===== config.mk =====
export PLATFORM = sky130hd
export DESIGN_NAME = pwt_top
export DESIGN_NICKNAME = d
export VERILOG_FILES = /design/src/hdl/pwt_pkg.sv /design/src/hdl/pwt_top.sv /design/src/hdl/pwt_chan.sv
export SDC_FILE = /design/constraint.sdc
export NUM_CORES = 1
export LEC_CHECK = 0
export ABC_AREA = 1
export BUFFER_PORTS_ARGS = -buffer_cell sky130_fd_sc_hd__buf_2
export CAP_MARGIN = 10
export CORE_ASPECT_RATIO = 2
export CORE_MARGIN = 2
export CORE_UTILIZATION = 50
export CTS_CLUSTER_SIZE = 10
export DETAILED_ROUTE_END_ITERATION = 10
export GPL_ROUTABILITY_DRIVEN = 0
export HOLD_SLACK_MARGIN = 0.08
export PLACE_DENSITY = 0.87
export SLEW_MARGIN = 10
export SYNTH_ARGS = -nofsm -noshare
export SYNTH_HDL_FRONTEND = slang
export SYNTH_SLANG_ARGS = --single-unit
export TNS_END_PERCENT = 1

===== constraint.sdc =====
create_clock -name mclk -period 1.3 [get_ports mclk]
set_input_delay 0 -clock mclk [delete_from_list [all_inputs] [get_ports mclk]]
set_output_delay 0 -clock mclk [all_outputs]
set_load 0.03 [all_outputs]

===== src/hdl/pwt_pkg.sv =====
/*
 pwm timer-select package: register offsets, field positions, reset values
 and timer selection codes shared by the top and the channel module.
 assumes an 8-bit register port with a 3-bit word address.
*/
package pwt_pkg;
   // register word addresses
   localparam logic [2:0] PWT_OFF_TSEL   = 3'h0; // pwm_timer_select_reg
   localparam logic [2:0] PWT_OFF_A_CTRL = 3'h1; // pwm_a_control
   localparam logic [2:0] PWT_OFF_A_DCH  = 3'h2; // pwm_a_duty_high
   localparam logic [2:0] PWT_OFF_A_DCL  = 3'h3; // pwm_a_duty_low
   localparam logic [2:0] PWT_OFF_B_CTRL = 3'h4; // pwm_b_control
   localparam logic [2:0] PWT_OFF_B_DCH  = 3'h5; // pwm_b_duty_high
   localparam logic [2:0] PWT_OFF_B_DCL  = 3'h6; // pwm_b_duty_low
   // control register fields
   localparam int PWT_CTRL_EN_BIT  = 7; // channel_enable
   localparam int PWT_CTRL_OUT_BIT = 5; // output_level_readback
   localparam int PWT_CTRL_POL_BIT = 4; // output_polarity
   // duty low register field
   localparam int PWT_DCL_MSB = 7;
   localparam int PWT_DCL_LSB = 6;
   // timer select fields
   localparam int PWT_TSEL_B_MSB = 3; // chan_b_timer_pick
   localparam int PWT_TSEL_B_LSB = 2;
   localparam int PWT_TSEL_A_MSB = 1; // chan_a_timer_pick
   localparam int PWT_TSEL_A_LSB = 0;
   // timer selection codes
   typedef enum logic [1:0]
   {
      PWT_TSEL_RSVD = 2'b00,
      PWT_TSEL_ONE  = 2'b01,
      PWT_TSEL_TWO  = 2'b10,
      PWT_TSEL_THR  = 2'b11
   } pwt_tsel_t;
   // reset values
   localparam logic [1:0] PWT_TSEL_RST = 2'h1;
   localparam logic [9:0] PWT_DUTY_RST = 10'h000;
   localparam logic [7:0] PWT_ZERO8    = 8'h00;
endpackage


===== src/hdl/pwt_top.sv =====
/*
 two pwm channels with a shared timer selection register and an 8-bit
 register port (read data one cycle after the read strobe).
 assumes the three 8-bit timers live outside and present a 10-bit time base
 and a one-cycle reload pulse each, synchronous to mclk.
*/
//
// Overview of operation
// channel b timer picked by bits 3:2
// channel a timer picked by bits 1:0
// both selection fields reset to 01
// unimplemented bits ignore writes, read zero
// selection fields read/write, take effect directly
// period rollover sets output, latches duty; a zero duty leaves the output low
// 10-bit duty double-buffered until period match
// disabled output rests at polarity level
// selected timer feeds channel duty comparison
`timescale 1ns/10ps
module pwt_top
   import pwt_pkg::*;
(
   input  wire logic       mclk,      // 200 MHz system clock
   input  wire logic       rst,       // synchronous reset, active high
   input  wire logic [2:0] addr,      // register word address
   input  wire logic [7:0] wdata,     // write data
   input  wire logic       wr,        // write strobe
   input  wire logic       rd,        // read strobe
   output logic      [7:0] rdata_q,   // read data, valid cycle after rd
   input  wire logic [9:0] t1_base,   // timer one count and low bits
   input  wire logic [9:0] t2_base,   // timer two count and low bits
   input  wire logic [9:0] t3_base,   // timer three count and low bits
   input  wire logic       t1_reload, // timer one rollover pulse
   input  wire logic       t2_reload, // timer two rollover pulse
   input  wire logic       t3_reload, // timer three rollover pulse
   output logic            pwm_a_q,   // channel a pin
   output logic            pwm_b_q    // channel b pin
);

   ////////////////////////////////////////////////////////////////////////
   // register state
   logic [1:0] pick_a_q, pick_a_d;   // chan_a_timer_pick
   logic [1:0] pick_b_q, pick_b_d;   // chan_b_timer_pick
   logic       en_a_q,   en_a_d;     // channel a enable
   logic       pol_a_q,  pol_a_d;    // channel a polarity
   logic       en_b_q,   en_b_d;     // channel b enable
   logic       pol_b_q,  pol_b_d;    // channel b polarity
   logic [9:0] duty_a_q, duty_a_d;   // channel a duty buffer
   logic [9:0] duty_b_q, duty_b_d;   // channel b duty buffer
   logic [7:0] rdata_d;

   ////////////////////////////////////////////////////////////////////////
   // register writes; only implemented bits are stored
   always_comb
   begin
      pick_a_d = pick_a_q;
      pick_b_d = pick_b_q;
      en_a_d   = en_a_q;
      pol_a_d  = pol_a_q;
      en_b_d   = en_b_q;
      pol_b_d  = pol_b_q;
      duty_a_d = duty_a_q;
      duty_b_d = duty_b_q;
      if (wr)
      begin
         unique case (addr)
            PWT_OFF_TSEL :
            begin
               // upper nibble is dropped on the floor
               pick_b_d = wdata[PWT_TSEL_B_MSB:PWT_TSEL_B_LSB];
               pick_a_d = wdata[PWT_TSEL_A_MSB:PWT_TSEL_A_LSB];
            end
            PWT_OFF_A_CTRL :
            begin
               en_a_d  = wdata[PWT_CTRL_EN_BIT];
               pol_a_d = wdata[PWT_CTRL_POL_BIT];
            end
            PWT_OFF_A_DCH : duty_a_d[9:2] = wdata;
            PWT_OFF_A_DCL : duty_a_d[1:0] = wdata[PWT_DCL_MSB:PWT_DCL_LSB];
            PWT_OFF_B_CTRL :
            begin
               en_b_d  = wdata[PWT_CTRL_EN_BIT];
               pol_b_d = wdata[PWT_CTRL_POL_BIT];
            end
            PWT_OFF_B_DCH : duty_b_d[9:2] = wdata;
            PWT_OFF_B_DCL : duty_b_d[1:0] = wdata[PWT_DCL_MSB:PWT_DCL_LSB];
            default : ;  // unmapped address: write ignored
         endcase
      end
   end

   ////////////////////////////////////////////////////////////////////////
   // read mux; every unimplemented bit reads zero
   always_comb
   begin
      rdata_d = PWT_ZERO8;
      if (rd)
      begin
         unique case (addr)
            PWT_OFF_TSEL :
            begin
               rdata_d[PWT_TSEL_B_MSB:PWT_TSEL_B_LSB] = pick_b_q;
               rdata_d[PWT_TSEL_A_MSB:PWT_TSEL_A_LSB] = pick_a_q;
            end
            PWT_OFF_A_CTRL :
            begin
               rdata_d[PWT_CTRL_EN_BIT]  = en_a_q;
               rdata_d[PWT_CTRL_OUT_BIT] = pwm_a_q;  // live pin level
               rdata_d[PWT_CTRL_POL_BIT] = pol_a_q;
            end
            PWT_OFF_A_DCH : rdata_d = duty_a_q[9:2];
            PWT_OFF_A_DCL : rdata_d[PWT_DCL_MSB:PWT_DCL_LSB] = duty_a_q[1:0];
            PWT_OFF_B_CTRL :
            begin
               rdata_d[PWT_CTRL_EN_BIT]  = en_b_q;
               rdata_d[PWT_CTRL_OUT_BIT] = pwm_b_q;
               rdata_d[PWT_CTRL_POL_BIT] = pol_b_q;
            end
            PWT_OFF_B_DCH : rdata_d = duty_b_q[9:2];
            PWT_OFF_B_DCL : rdata_d[PWT_DCL_MSB:PWT_DCL_LSB] = duty_b_q[1:0];
            default : rdata_d = PWT_ZERO8;  // unmapped reads zero
         endcase
      end
   end

   // registers only
   always_ff @(posedge mclk)
   begin
      if (rst)
      begin
         pick_a_q <= PWT_TSEL_RST;
         pick_b_q <= PWT_TSEL_RST;
         en_a_q   <= 1'b0;
         pol_a_q  <= 1'b0;
         en_b_q   <= 1'b0;
         pol_b_q  <= 1'b0;
         duty_a_q <= PWT_DUTY_RST;
         duty_b_q <= PWT_DUTY_RST;
         rdata_q  <= PWT_ZERO8;
      end
      else
      begin
         pick_a_q <= pick_a_d;
         pick_b_q <= pick_b_d;
         en_a_q   <= en_a_d;
         pol_a_q  <= pol_a_d;
         en_b_q   <= en_b_d;
         pol_b_q  <= pol_b_d;
         duty_a_q <= duty_a_d;
         duty_b_q <= duty_b_d;
         rdata_q  <= rdata_d;
      end
   end

   ////////////////////////////////////////////////////////////////////////
   // channels; both see all three timers and pick by their own field
   pwt_chan u_chan_a
   (
      .mclk       (mclk),
      .rst        (rst),
      .enable     (en_a_q),
      .polarity   (pol_a_q),
      .timer_pick (pick_a_q),
      .duty_buf   (duty_a_q),
      .tb_all     ({t3_base, t2_base, t1_base}),
      .reload_all ({t3_reload, t2_reload, t1_reload}),
      .pin_q      (pwm_a_q)
   );

   pwt_chan u_chan_b
   (
      .mclk       (mclk),
      .rst        (rst),
      .enable     (en_b_q),
      .polarity   (pol_b_q),
      .timer_pick (pick_b_q),
      .duty_buf   (duty_b_q),
      .tb_all     ({t3_base, t2_base, t1_base}),
      .reload_all ({t3_reload, t2_reload, t1_reload}),
      .pin_q      (pwm_b_q)
   );

endmodule


===== src/hdl/pwt_chan.sv =====
/*
 one standard pwm channel: picks one of three 10-bit time bases, keeps a
 double-buffered duty value and drives a registered output pin.
 assumes each timer gives its 10-bit time base and a one-cycle reload pulse
 in the increment cycle where the count clears after its period match.
*/
`timescale 1ns/10ps
module pwt_chan
   import pwt_pkg::*;
(
   input  wire logic        mclk,       // system clock
   input  wire logic        rst,        // synchronous reset, active high
   input  wire logic        enable,     // channel_enable
   input  wire logic        polarity,   // output_polarity, 1 = active low
   input  wire logic [1:0]  timer_pick, // selection code
   input  wire logic [9:0]  duty_buf,   // software-visible duty value
   input  wire logic [29:0] tb_all,     // three time bases, timer one lowest
   input  wire logic [2:0]  reload_all, // three reload pulses
   output logic             pin_q       // pwm output pin
);

   logic [9:0] duty_act_q;  // active duty, copied at reload
   logic [9:0] duty_act_d;
   logic       raw_q;       // active-high waveform before polarity
   logic       raw_d;
   logic       pin_d;
   logic [9:0] tb_sel;      // chosen time base
   logic       reload_sel;  // chosen reload pulse
   logic       tb_valid;    // a real timer is selected

   ////////////////////////////////////////////////////////////////////////
   // time base routing, follows the selection at once
   always_comb
   begin
      tb_sel     = 10'h000;
      reload_sel = 1'b0;
      tb_valid   = 1'b1;
      unique case (pwt_tsel_t'(timer_pick))
         PWT_TSEL_ONE :
         begin
            tb_sel     = tb_all[9:0];
            reload_sel = reload_all[0];
         end
         PWT_TSEL_TWO :
         begin
            tb_sel     = tb_all[19:10];
            reload_sel = reload_all[1];
         end
         PWT_TSEL_THR :
         begin
            tb_sel     = tb_all[29:20];
            reload_sel = reload_all[2];
         end
         PWT_TSEL_RSVD :
         begin
            // reserved code: no time base, waveform freezes
            tb_valid = 1'b0;
         end
      endcase
   end

   ////////////////////////////////////////////////////////////////////////
   // waveform next state
   always_comb
   begin
      duty_act_d = duty_act_q;
      raw_d      = raw_q;
      if (tb_valid && reload_sel)
      begin
         // period rollover: take the buffered duty, start a pulse unless it is zero
         duty_act_d = duty_buf;
         raw_d      = (duty_buf != 10'h000);
      end
      else if (tb_valid && (tb_sel == duty_act_q))
      begin
         // duty beyond the period never matches, so the pin holds
         raw_d = 1'b0;
      end
      // disabled channel rests at the polarity level
      pin_d = enable ? (raw_d ^ polarity) : polarity;
   end

   // registers only
   always_ff @(posedge mclk)
   begin
      if (rst)
      begin
         duty_act_q <= PWT_DUTY_RST;
         raw_q      <= 1'b0;
         pin_q      <= 1'b0;
      end
      else
      begin
         duty_act_q <= duty_act_d;
         raw_q      <= raw_d;
         pin_q      <= pin_d;
      end
   end

endmodule


Word-level counts from Yosys, hierarchy flattened:

Index checks and enable logic that the tools add are counted.

* eq/ne operators: 14
* multiplexer cells: 16
* bitwise gates (word level): 3
* reductions and logical operators: 17

Operators with widths (number)
* $pmux 10 s3: 2
* $eq 10x10->1: 2
* $reduce_bool 10->1: 2
* $reduce_and 2->1: 7
* $pmux 4 s3: 1
* $eq 3x3->1 const B: 3
* $eq 2x2->1 const B: 4
* $mux 1: 8
* $pmux 2 s4: 1
* $eq 3x2->1 const B: 2
* $pmux 1 s3: 2
* $pmux 1 s6: 1
* $eq 2x1->1 const B: 2
* $logic_and 1x1->1: 4
* $logic_not 2->1: 2
* $pmux 1 s4: 1
* $eq 3x1->1 const B: 1
* $logic_not 3->1: 1
* $reduce_or 2->1: 1
* $xor 1x1->1: 2
* $not 1->1: 1

* bits in registers: 60
* bits of input ports: 48
* output and inout port bits: 10
* word-level logic and storage cells: 67

Longest topological paths before layout:

Gate-level depths: netlist (run 1).

* depth after elaboration: 8
* mapped depth: 16
* depth with buffers taken out: 15

Hierarchy:

From an unflattened synthesis (run 1), not the netlist that was laid out.

* cell total of the unflattened synthesis: 536
* area total of the unflattened synthesis: 3430.8 µm²

By module, submodules not included
* pwt_chan: instances 2, cells each 161, area an instance 955.9 µm², sequential area each 240.2 µm²
* pwt_top: instances 1, cells each 214, area an instance 1519.0 µm², sequential area each 720.7 µm²

Worst setup path before layout (run 1):

Ideal clock, no wire load.

* kind: register to register
* start: register pick_b_q[0]
* end: register u_chan_b.pin_q
* setup time: 0.115 ns
* arrival time: 1.358 ns
* data required time: 1.185 ns
* setup slack: -0.173 ns
* stages on the path, launching flop included: 16
* buffers on the path: 2
* period minus slack after synthesis: 1.473 ns
* cell sequence: dfxtp_1 -> buf_6 -> inv_4 -> buf_6 -> nand2_2 -> nand3_1 -> nand2_1 -> nand2_1 -> nor2_1 -> nand2_1 -> nor2_1 -> nand2_1 -> nand2_1 -> nand2_1 -> a21oi_1 -> nor2_1

* word-level cells in the longest chain between the ends: 8
* elaborated cells on any way between the ends: 14
* those cells by class: eq/ne (4); mux (6); bitwise (1); reduce/logical (3)

RTL lines
* from (decl): line pwt_top.sv:42 `logic [1:0] pick_b_q, pick_b_d;`
* from (signal assigned): line pwt_top.sv:143 `pick_b_q <= pick_b_d;`
* $eq 2x2->1 or $eq 2x1->1 (tied branches): line pwt_chan.sv:38 `unique case (pwt_tsel_t'(timer_pick))`
* $pmux 10 s3: line pwt_chan.sv:38
* $eq 10x10->1: line pwt_chan.sv:74 `else if (tb_valid && (tb_sel == duty_act_q))`
* $logic_and 1x1->1: line pwt_chan.sv:74
* $mux 1: line pwt_chan.sv:74
* $mux 1 *: line pwt_chan.sv:68 `if (tb_valid && reload_sel)`
* $xor 1x1->1 *: line pwt_chan.sv:80 `pin_d = enable ? (raw_d ^ polarity) : polarity;`
* $mux 1 *: line pwt_chan.sv:80
* to (signal assigned): line pwt_chan.sv:96 `pin_q <= pin_d;`
* to (decl): line pwt_chan.sv:19 `output logic pin_q`

Every way passes the cells marked *; elsewhere a longest branch is shown, timed or not.
A chain may end at the register's enable or synchronous reset.

Worst setup path in the final report (run 1):

* start: register pick_a_q[1]
* end: register u_chan_a.pin_q

* word-level cells in the longest chain between the ends: 8
* elaborated cells on any way between the ends: 14
* those cells by class: eq/ne (4); mux (6); bitwise (1); reduce/logical (3)

RTL lines
* from (decl): line pwt_top.sv:41 `logic [1:0] pick_a_q, pick_a_d;`
* from (signal assigned): line pwt_top.sv:142 `pick_a_q <= pick_a_d;`
* $eq 2x2->1 or $eq 2x1->1 (tied branches): line pwt_chan.sv:38
* $pmux 10 s3: line pwt_chan.sv:38
* $eq 10x10->1: line pwt_chan.sv:74
* $logic_and 1x1->1: line pwt_chan.sv:74
* $mux 1: line pwt_chan.sv:74
* $mux 1 *: line pwt_chan.sv:68
* $xor 1x1->1 *: line pwt_chan.sv:80
* $mux 1 *: line pwt_chan.sv:80
* to (signal assigned): line pwt_chan.sv:96
* to (decl): line pwt_chan.sv:19

Marked as above.

==> metrics, run 1 <==
run status=finished with violations; violated checks=negative setup slack; CTS root buf=clkbuf_16; RR Startpoint=pick_a_q[1]$_SDFFE_PP0P_; Pwr Density=1140 nW/um^2; proportion of netlist area held by the largest area contributor=0.376; Reg power frac=0.384; Max Buffers Root-to-Sink=2; DRT antenna net count=0; Internal=3760 uW; CP Capture Point=u_chan_a.pin_q$_SDFF_PP0_; VDD IR max=0.972 mV; Inserted Clock Buffers=9; total iterations of the first detailed-routing run=7; placed insts=654; worst slack at placement=-0.384 ns; Post-synth EDFFs=0; first-pass GRT wire length=19800 um; Worst R2R Path Depth=12; Final #Nets=646; Final HPWL DP=8060 um; FILL cells=442; Final setup viols=24; Finished Layout Cells=689; TritonCTS clock tree=built; Synth area leader=dfxtp_1; top post-synthesis cells by count=79 x nand2_1, 69 x nand3_1, 64 x inv_1, 60 x dfxtp_1, 53 x a21oi_1; vias=4307; Worst Max-Slew Pin Slew=0.497 ns; MaxCap Viol Count=0; Distinct cells, synth=26; Clock Skews=0.00455 ns; switch share=0.279; R2R Path End=u_chan_a.pin_q$_SDFF_PP0_; WL final=13900 um; # rows=41; die area=7090 um^2; Min Clock Period, post-route=1.73 ns; I/O Buffers=57; Synth Warn #=0; initial DRC count=840; Hold Crit Class=primary input to flop; Worst EP arrival=1.95 ns; Hold Vio Cnt, Final=0; #FFs+latches synth=60; Die Ht=117 um; Psw=1460 uW; standby leakage power=0.00205 uW; vias in the first global route=3870; Skew-Pair Late Insertion Delay=0.33 ns; initial antenna violation count=0; RSZ-0062 raised after global routing=true; final setup margin=-0.426 ns; Critical Path Start=pick_a_q[1]$_SDFFE_PP0P_; Initial Util=0.511; Max-slew headroom=0.665; gr usage total=0.377; largest net degree at the start of global routing=50; clock network power share=0.424; Worst Path Max Fanout=8; Power, Total=5220 uW; critical path launch point type=flop; Overflow after GRT=0; Worst-path clk slew=0.05 ns; Cell Area, Synth=3200 um^2; Die X=60.6 um; clock sinks=60; critical path class=flop to flop; Post-Syn Instances=484; most frequent cell after synthesis=nand2_1; fraction of layout cells with a size suffix above 1=0.300; fmax=579 MHz; logic gate share of total power=0.192; R2R Setup Slk=-0.43 ns; WP data required=1.52 ns; antenna cells=0; Core Box Area=6260 um^2; Syn Nets=532; syn avg cell area=6.61 um^2; Syn-to-layout area delta=43.8%; routed vias/inst=6.25; H-tree levels=3; pins over their slew limit=0; Residual DRC=0; Ports=58; largest cells by area after synthesis=dfxtp_1 38%, nand3_1 11%, nand2_1 9.3%; sequential fraction of the synthesis area=0.376; crit path capture type=flop; final worst-path cycle share=1.33; Primary FF master, synth=dfxtp_1; Async SR Flop Fraction=0; routed length per placed instance=20.2 um
-- logic make-up after synthesis --
group,count (synthesis),share of synthesized area
buf+inv,89,0.119
flops,60,0.376
simple gates,219,0.313
compound gates,116,0.192
-- timing repair --
action / CTS / global route
pin swaps: 8 / 11
gates cloned: 0 / 1
hold buffers: 13 / 0
setup endpoints to repair: 24 / 27
buffers inserted: 3 / 2
hold endpoints to repair: 29 / 0
resized for setup: 34 / 38
-- placed cells by master, fill, tap and decap left out, drive strengths merged, types with 6 or more instances in the layout --
| cell type | instances |
|---|---|
| nand4 | 25 |
| dfxtp | 60 |
| nand2 | 81 |
| a21oi | 53 |
| o21ai | 49 |
| inv | 67 |
| dlygate4sd3 | 13 |
| clkbuf | 16 |
| buf | 110 |
| nor2 | 39 |
| nand3 | 72 |
| o22ai | 6 |
-- routing by layer --
layer	wire length, um	GRT usage
met2	6250	0.587
met4	1770	0.307
met3	1540	0.195
met5	41	0
met1	4300	0.359
-- flip-flops by register name, indices dropped and copies added, names as in the netlist --
| signal | cells |
|---|---|
| duty_a_q | 10 |
| rdata_q | 8 |
| en_b_q | 1 |
| pol_b_q | 1 |
| pol_a_q | 1 |
| u_chan_a.duty_act_q | 10 |
| en_a_q | 1 |
| duty_b_q | 10 |
| u_chan_b.raw_q | 1 |
| u_chan_a.raw_q | 1 |
| u_chan_b.pin_q | 1 |
| pick_a_q | 2 |
| u_chan_b.duty_act_q | 10 |
| u_chan_a.pin_q | 1 |
| pick_b_q | 2 |
-- stage by stage --
stage | hold WS [ns] | cell area (um^2) | setup TNS [ns] | utilization
after floorplan | 0.0691 | 3200 | -0.309 | -
after global placement | 0.268 | 3850 | -3.06 | 0.616
after detailed placement | 0.274 | 3850 | -4.41 | 0.616
after CTS | 0.124 | 4410 | -2.01 | 0.705
after global routing | 0.148 | 4600 | -4.85 | 0.735
final | 0.134 | 4600 | -3.44 | 0.735
-- worst min-delay path by stage --
stage | from | to | slack, ns | cells past startpoint
floorplan | rst | pol_b_q$_SDFFE_PP0P_ | 0.07 | 1
global placement | rst | u_chan_b.raw_q$_SDFF_PP0_ | 0.27 | 2
detailed placement | rst | u_chan_a.raw_q$_SDFF_PP0_ | 0.27 | 2
CTS | rd | rdata_q[1]$_SDFF_PP0_ | 0.12 | 3
global route | rd | rdata_q[1]$_SDFF_PP0_ | 0.15 | 3
finish | rd | rdata_q[1]$_SDFF_PP0_ | 0.13 | 3
-- area by class of cell --
class                           instances  area [um^2]  area share
Timing Repair Buffer                  124          913       0.199
Clock inverter                          1         5.00     0.00109
Inverter                               68          260      0.0566
Tap cell                               86          108      0.0234
Sequential cell                        60         1220       0.264
Multi-Input combinational cell        335         1820       0.395
Clock buffer                           15          278      0.0604
-- critical path, cell delays in order (launching register included) --
cell and delay, ns:
dfxtp_4 0.38, inv_2 0.18, nand3_1 0.16, nand3_1 0.11, nand2_1 0.07, a21oi_1 0.13, nand2_1 0.06, nor2_1 0.10
nand2_1 0.07, nand2_2 0.07, nand2_2 0.07, a21oi_2 0.14, nor2_1 0.06
-- power groups by stage --
stage                     clock network [uW]  registers [uW]  logic [uW]
after floorplan                            0            2020         448
after global placement                     0            2030         746
after global routing                    2290            2010        1090
after CTS                               2220            2000         844
after detailed placement                   0            2030         768
final                                   2210            2010        1000
Note: power is estimated with default switching activity, not from simulation.
==> inputs of run 2 (changes only) <==
--- a/config.mk
+++ b/config.mk
@@ -11,6 +11,7 @@
 export CORE_ASPECT_RATIO = 2
 export CORE_MARGIN = 2
 export CORE_UTILIZATION = 50
+export CTS_BUF_LIST = sky130_fd_sc_hd__clkbuf_8
 export CTS_CLUSTER_SIZE = 10
 export DETAILED_ROUTE_END_ITERATION = 10
 export GPL_ROUTABILITY_DRIVEN = 0
==> run 2 against run 1 <==
  * The flow still finishes with violations (negative setup slack)
  * Combinational power is 9% lower
  * Critical path depth grew 2
  * Clock power shrank 33%
  * Worst hold slack lost 0.0045 ns
  * Non-clock buffer count stayed put
  * Global-route usage decreased by 3.8 points
  * Die area unchanged
  * First-iteration DRC count decreased by 14%
  * Flip-flop and latch count did not move
  * Sequential share of layout area increased by 1.2 points
  * Setup slack gained 0.089 ns
  * Design area decreased by 4.5%
==> metrics, run 2 (synthesized netlist as in run 1, its figures left out) <==
H-tree levels=3; most common cell after layout, fill and taps aside=nand2_1; Fin Hold WS=0.130 ns; Core Box Area=6260 um^2; placed insts=654; initial DRC count=724; standby leakage power=0.00198 uW; die area=7090 um^2; RSZ-0062 raised after global routing=true; crit path capture type=flop; CTS root buf=clkbuf_8; final worst-path cycle share=1.26; switch share=0.287; WP data required=1.54 ns; violated checks=negative setup slack; Overflow after GRT=0; Syn-to-layout area delta=37.3%; Reg power frac=0.456; TritonCTS clock tree=built; Die X=60.6 um; Power, Total=4390 uW; first-pass GRT wire length=17500 um; MaxCap Viol Count=0; Min Clock Period, post-route=1.64 ns; Residual DRC=0; Die Ht=117 um; final setup margin=-0.337 ns; # rows=41; clock network power share=0.336; logic gate share of total power=0.208; Hold Crit Class=primary input to flop; Skew-Pair Late Insertion Delay=0.34 ns; antenna cells=0; fraction of layout cells with a size suffix above 1=0.269; routed vias/inst=5.90; Max-slew headroom=0.677; VDD IR max=0.763 mV; Final HPWL DP=8060 um; Worst Max-Slew Pin Slew=0.478 ns; Pwr Density=999 nW/um^2; Initial Util=0.511; Hold Vio Cnt, Final=0; run status=finished with violations; DRT antenna net count=0; I/O Buffers=57; Internal=3130 uW; Inserted Clock Buffers=9; vias=4066; Ports=58; Worst EP arrival=1.88 ns; gr usage total=0.339; critical path class=flop to flop; Worst-path clk slew=0.06 ns; Finished Layout Cells=689; commonest non-fill, non-tap cells in the layout=73 x nand2_1, 66 x inv_1, 58 x buf_2, 56 x nand3_1, 56 x dfxtp_1; routed length per placed instance=17.1 um; Final setup viols=24; initial antenna violation count=0; Psw=1260 uW; pins over their slew limit=0; FILL cells=478; fmax=611 MHz; Max Buffers Root-to-Sink=2; Worst Path Max Fanout=12; WL final=11800 um; critical path launch point type=flop; largest net degree at the start of global routing=50; clock sinks=60; Final #Nets=646; Clock Skews=0.00542 ns; total iterations of the first detailed-routing run=9; vias in the first global route=3644
-- run 2: cell types whose count changed in the layout (fill, tap and decap cells not counted), sizes merged --
cell    change
inv         +3
clkbuf      -3
-- run 2: per-stage QoR --
step                setup TNS, ns   util  cell area [um^2]  worst slack (ns)
finish                      -2.18  0.702              4390            -0.337
global route                -4.94  0.702              4390            -0.579
global placement            -3.06  0.616              3850            -0.310
floorplan                  -0.309      -              3200            -0.173
CTS                         -1.98  0.680              4260            -0.284
detailed placement          -4.41  0.616              3850            -0.384
-- run 2: worst max-delay path, stage by stage (launching register included) --
cell,delay (ns)
dfxtp_4,0.39
buf_6,0.17
nand2_1,0.06
inv_1,0.09
nand2_1,0.08
nand4_1,0.09
nand2_1,0.06
inv_1,0.05
nand2_1,0.04
nor2_1,0.08
nand2_1,0.09
nand2_2,0.09
nand2_2,0.07
a21oi_2,0.15
nor2_1,0.04
-- run 2: timing repair --
item                       CTS  global route
buffers inserted             3             1
gates resized for setup     20            25
setup endpoints to repair   24            24
hold endpoints to repair    30             0
pin swaps                    3            10
cloned                       1             1
hold buffers                13             0
-- run 2: layout make-up --
cell class / count / area (um^2) / area share
clock buffer: 12 / 165 / 0.0376
clock inverter: 4 / 16.3 / 0.00370
inverter: 68 / 260 / 0.0593
multi-input combinational: 335 / 1740 / 0.396
sequential: 60 / 1210 / 0.276
tap: 86 / 108 / 0.0245
timing repair buffer: 124 / 891 / 0.203
-- run 2: power by group through the flow --
stage,sequential (uW),clock (uW),combinational (uW)
6_report,2000,1470,912
5_1_grt,2010,1560,1000
4_1_cts,1990,1490,825
3_5_place_dp,2030,0,768
3_3_place_gp,2030,0,746
2_1_floorplan,2020,0,448
-- run 2: worst paths after layout --
check / start / endpoint / slack [ns] / cells after the start
worst max register to register: pick_b_q[1]$_SDFFE_PP0P_ / u_chan_b.pin_q$_SDFF_PP0_ / -0.34 / 14
worst max-delay path: pick_b_q[1]$_SDFFE_PP0P_ / u_chan_b.pin_q$_SDFF_PP0_ / -0.34 / 14
worst min-delay path: addr[2] / duty_a_q[1]$_SDFFE_PP0P_ / 0.13 / 4
worst min register to register: en_b_q$_SDFFE_PP0P_ / en_b_q$_SDFFE_PP0P_ / 0.51 / 2
-- run 2: metal layers --
metal  vias up  routed length, um  GRT usage
li1       1868                  -          -
met1      1832               3840      0.332
met2       260               5600      0.543
met3       106               1090      0.122
met4         0               1260      0.294
met5         -                  0          0
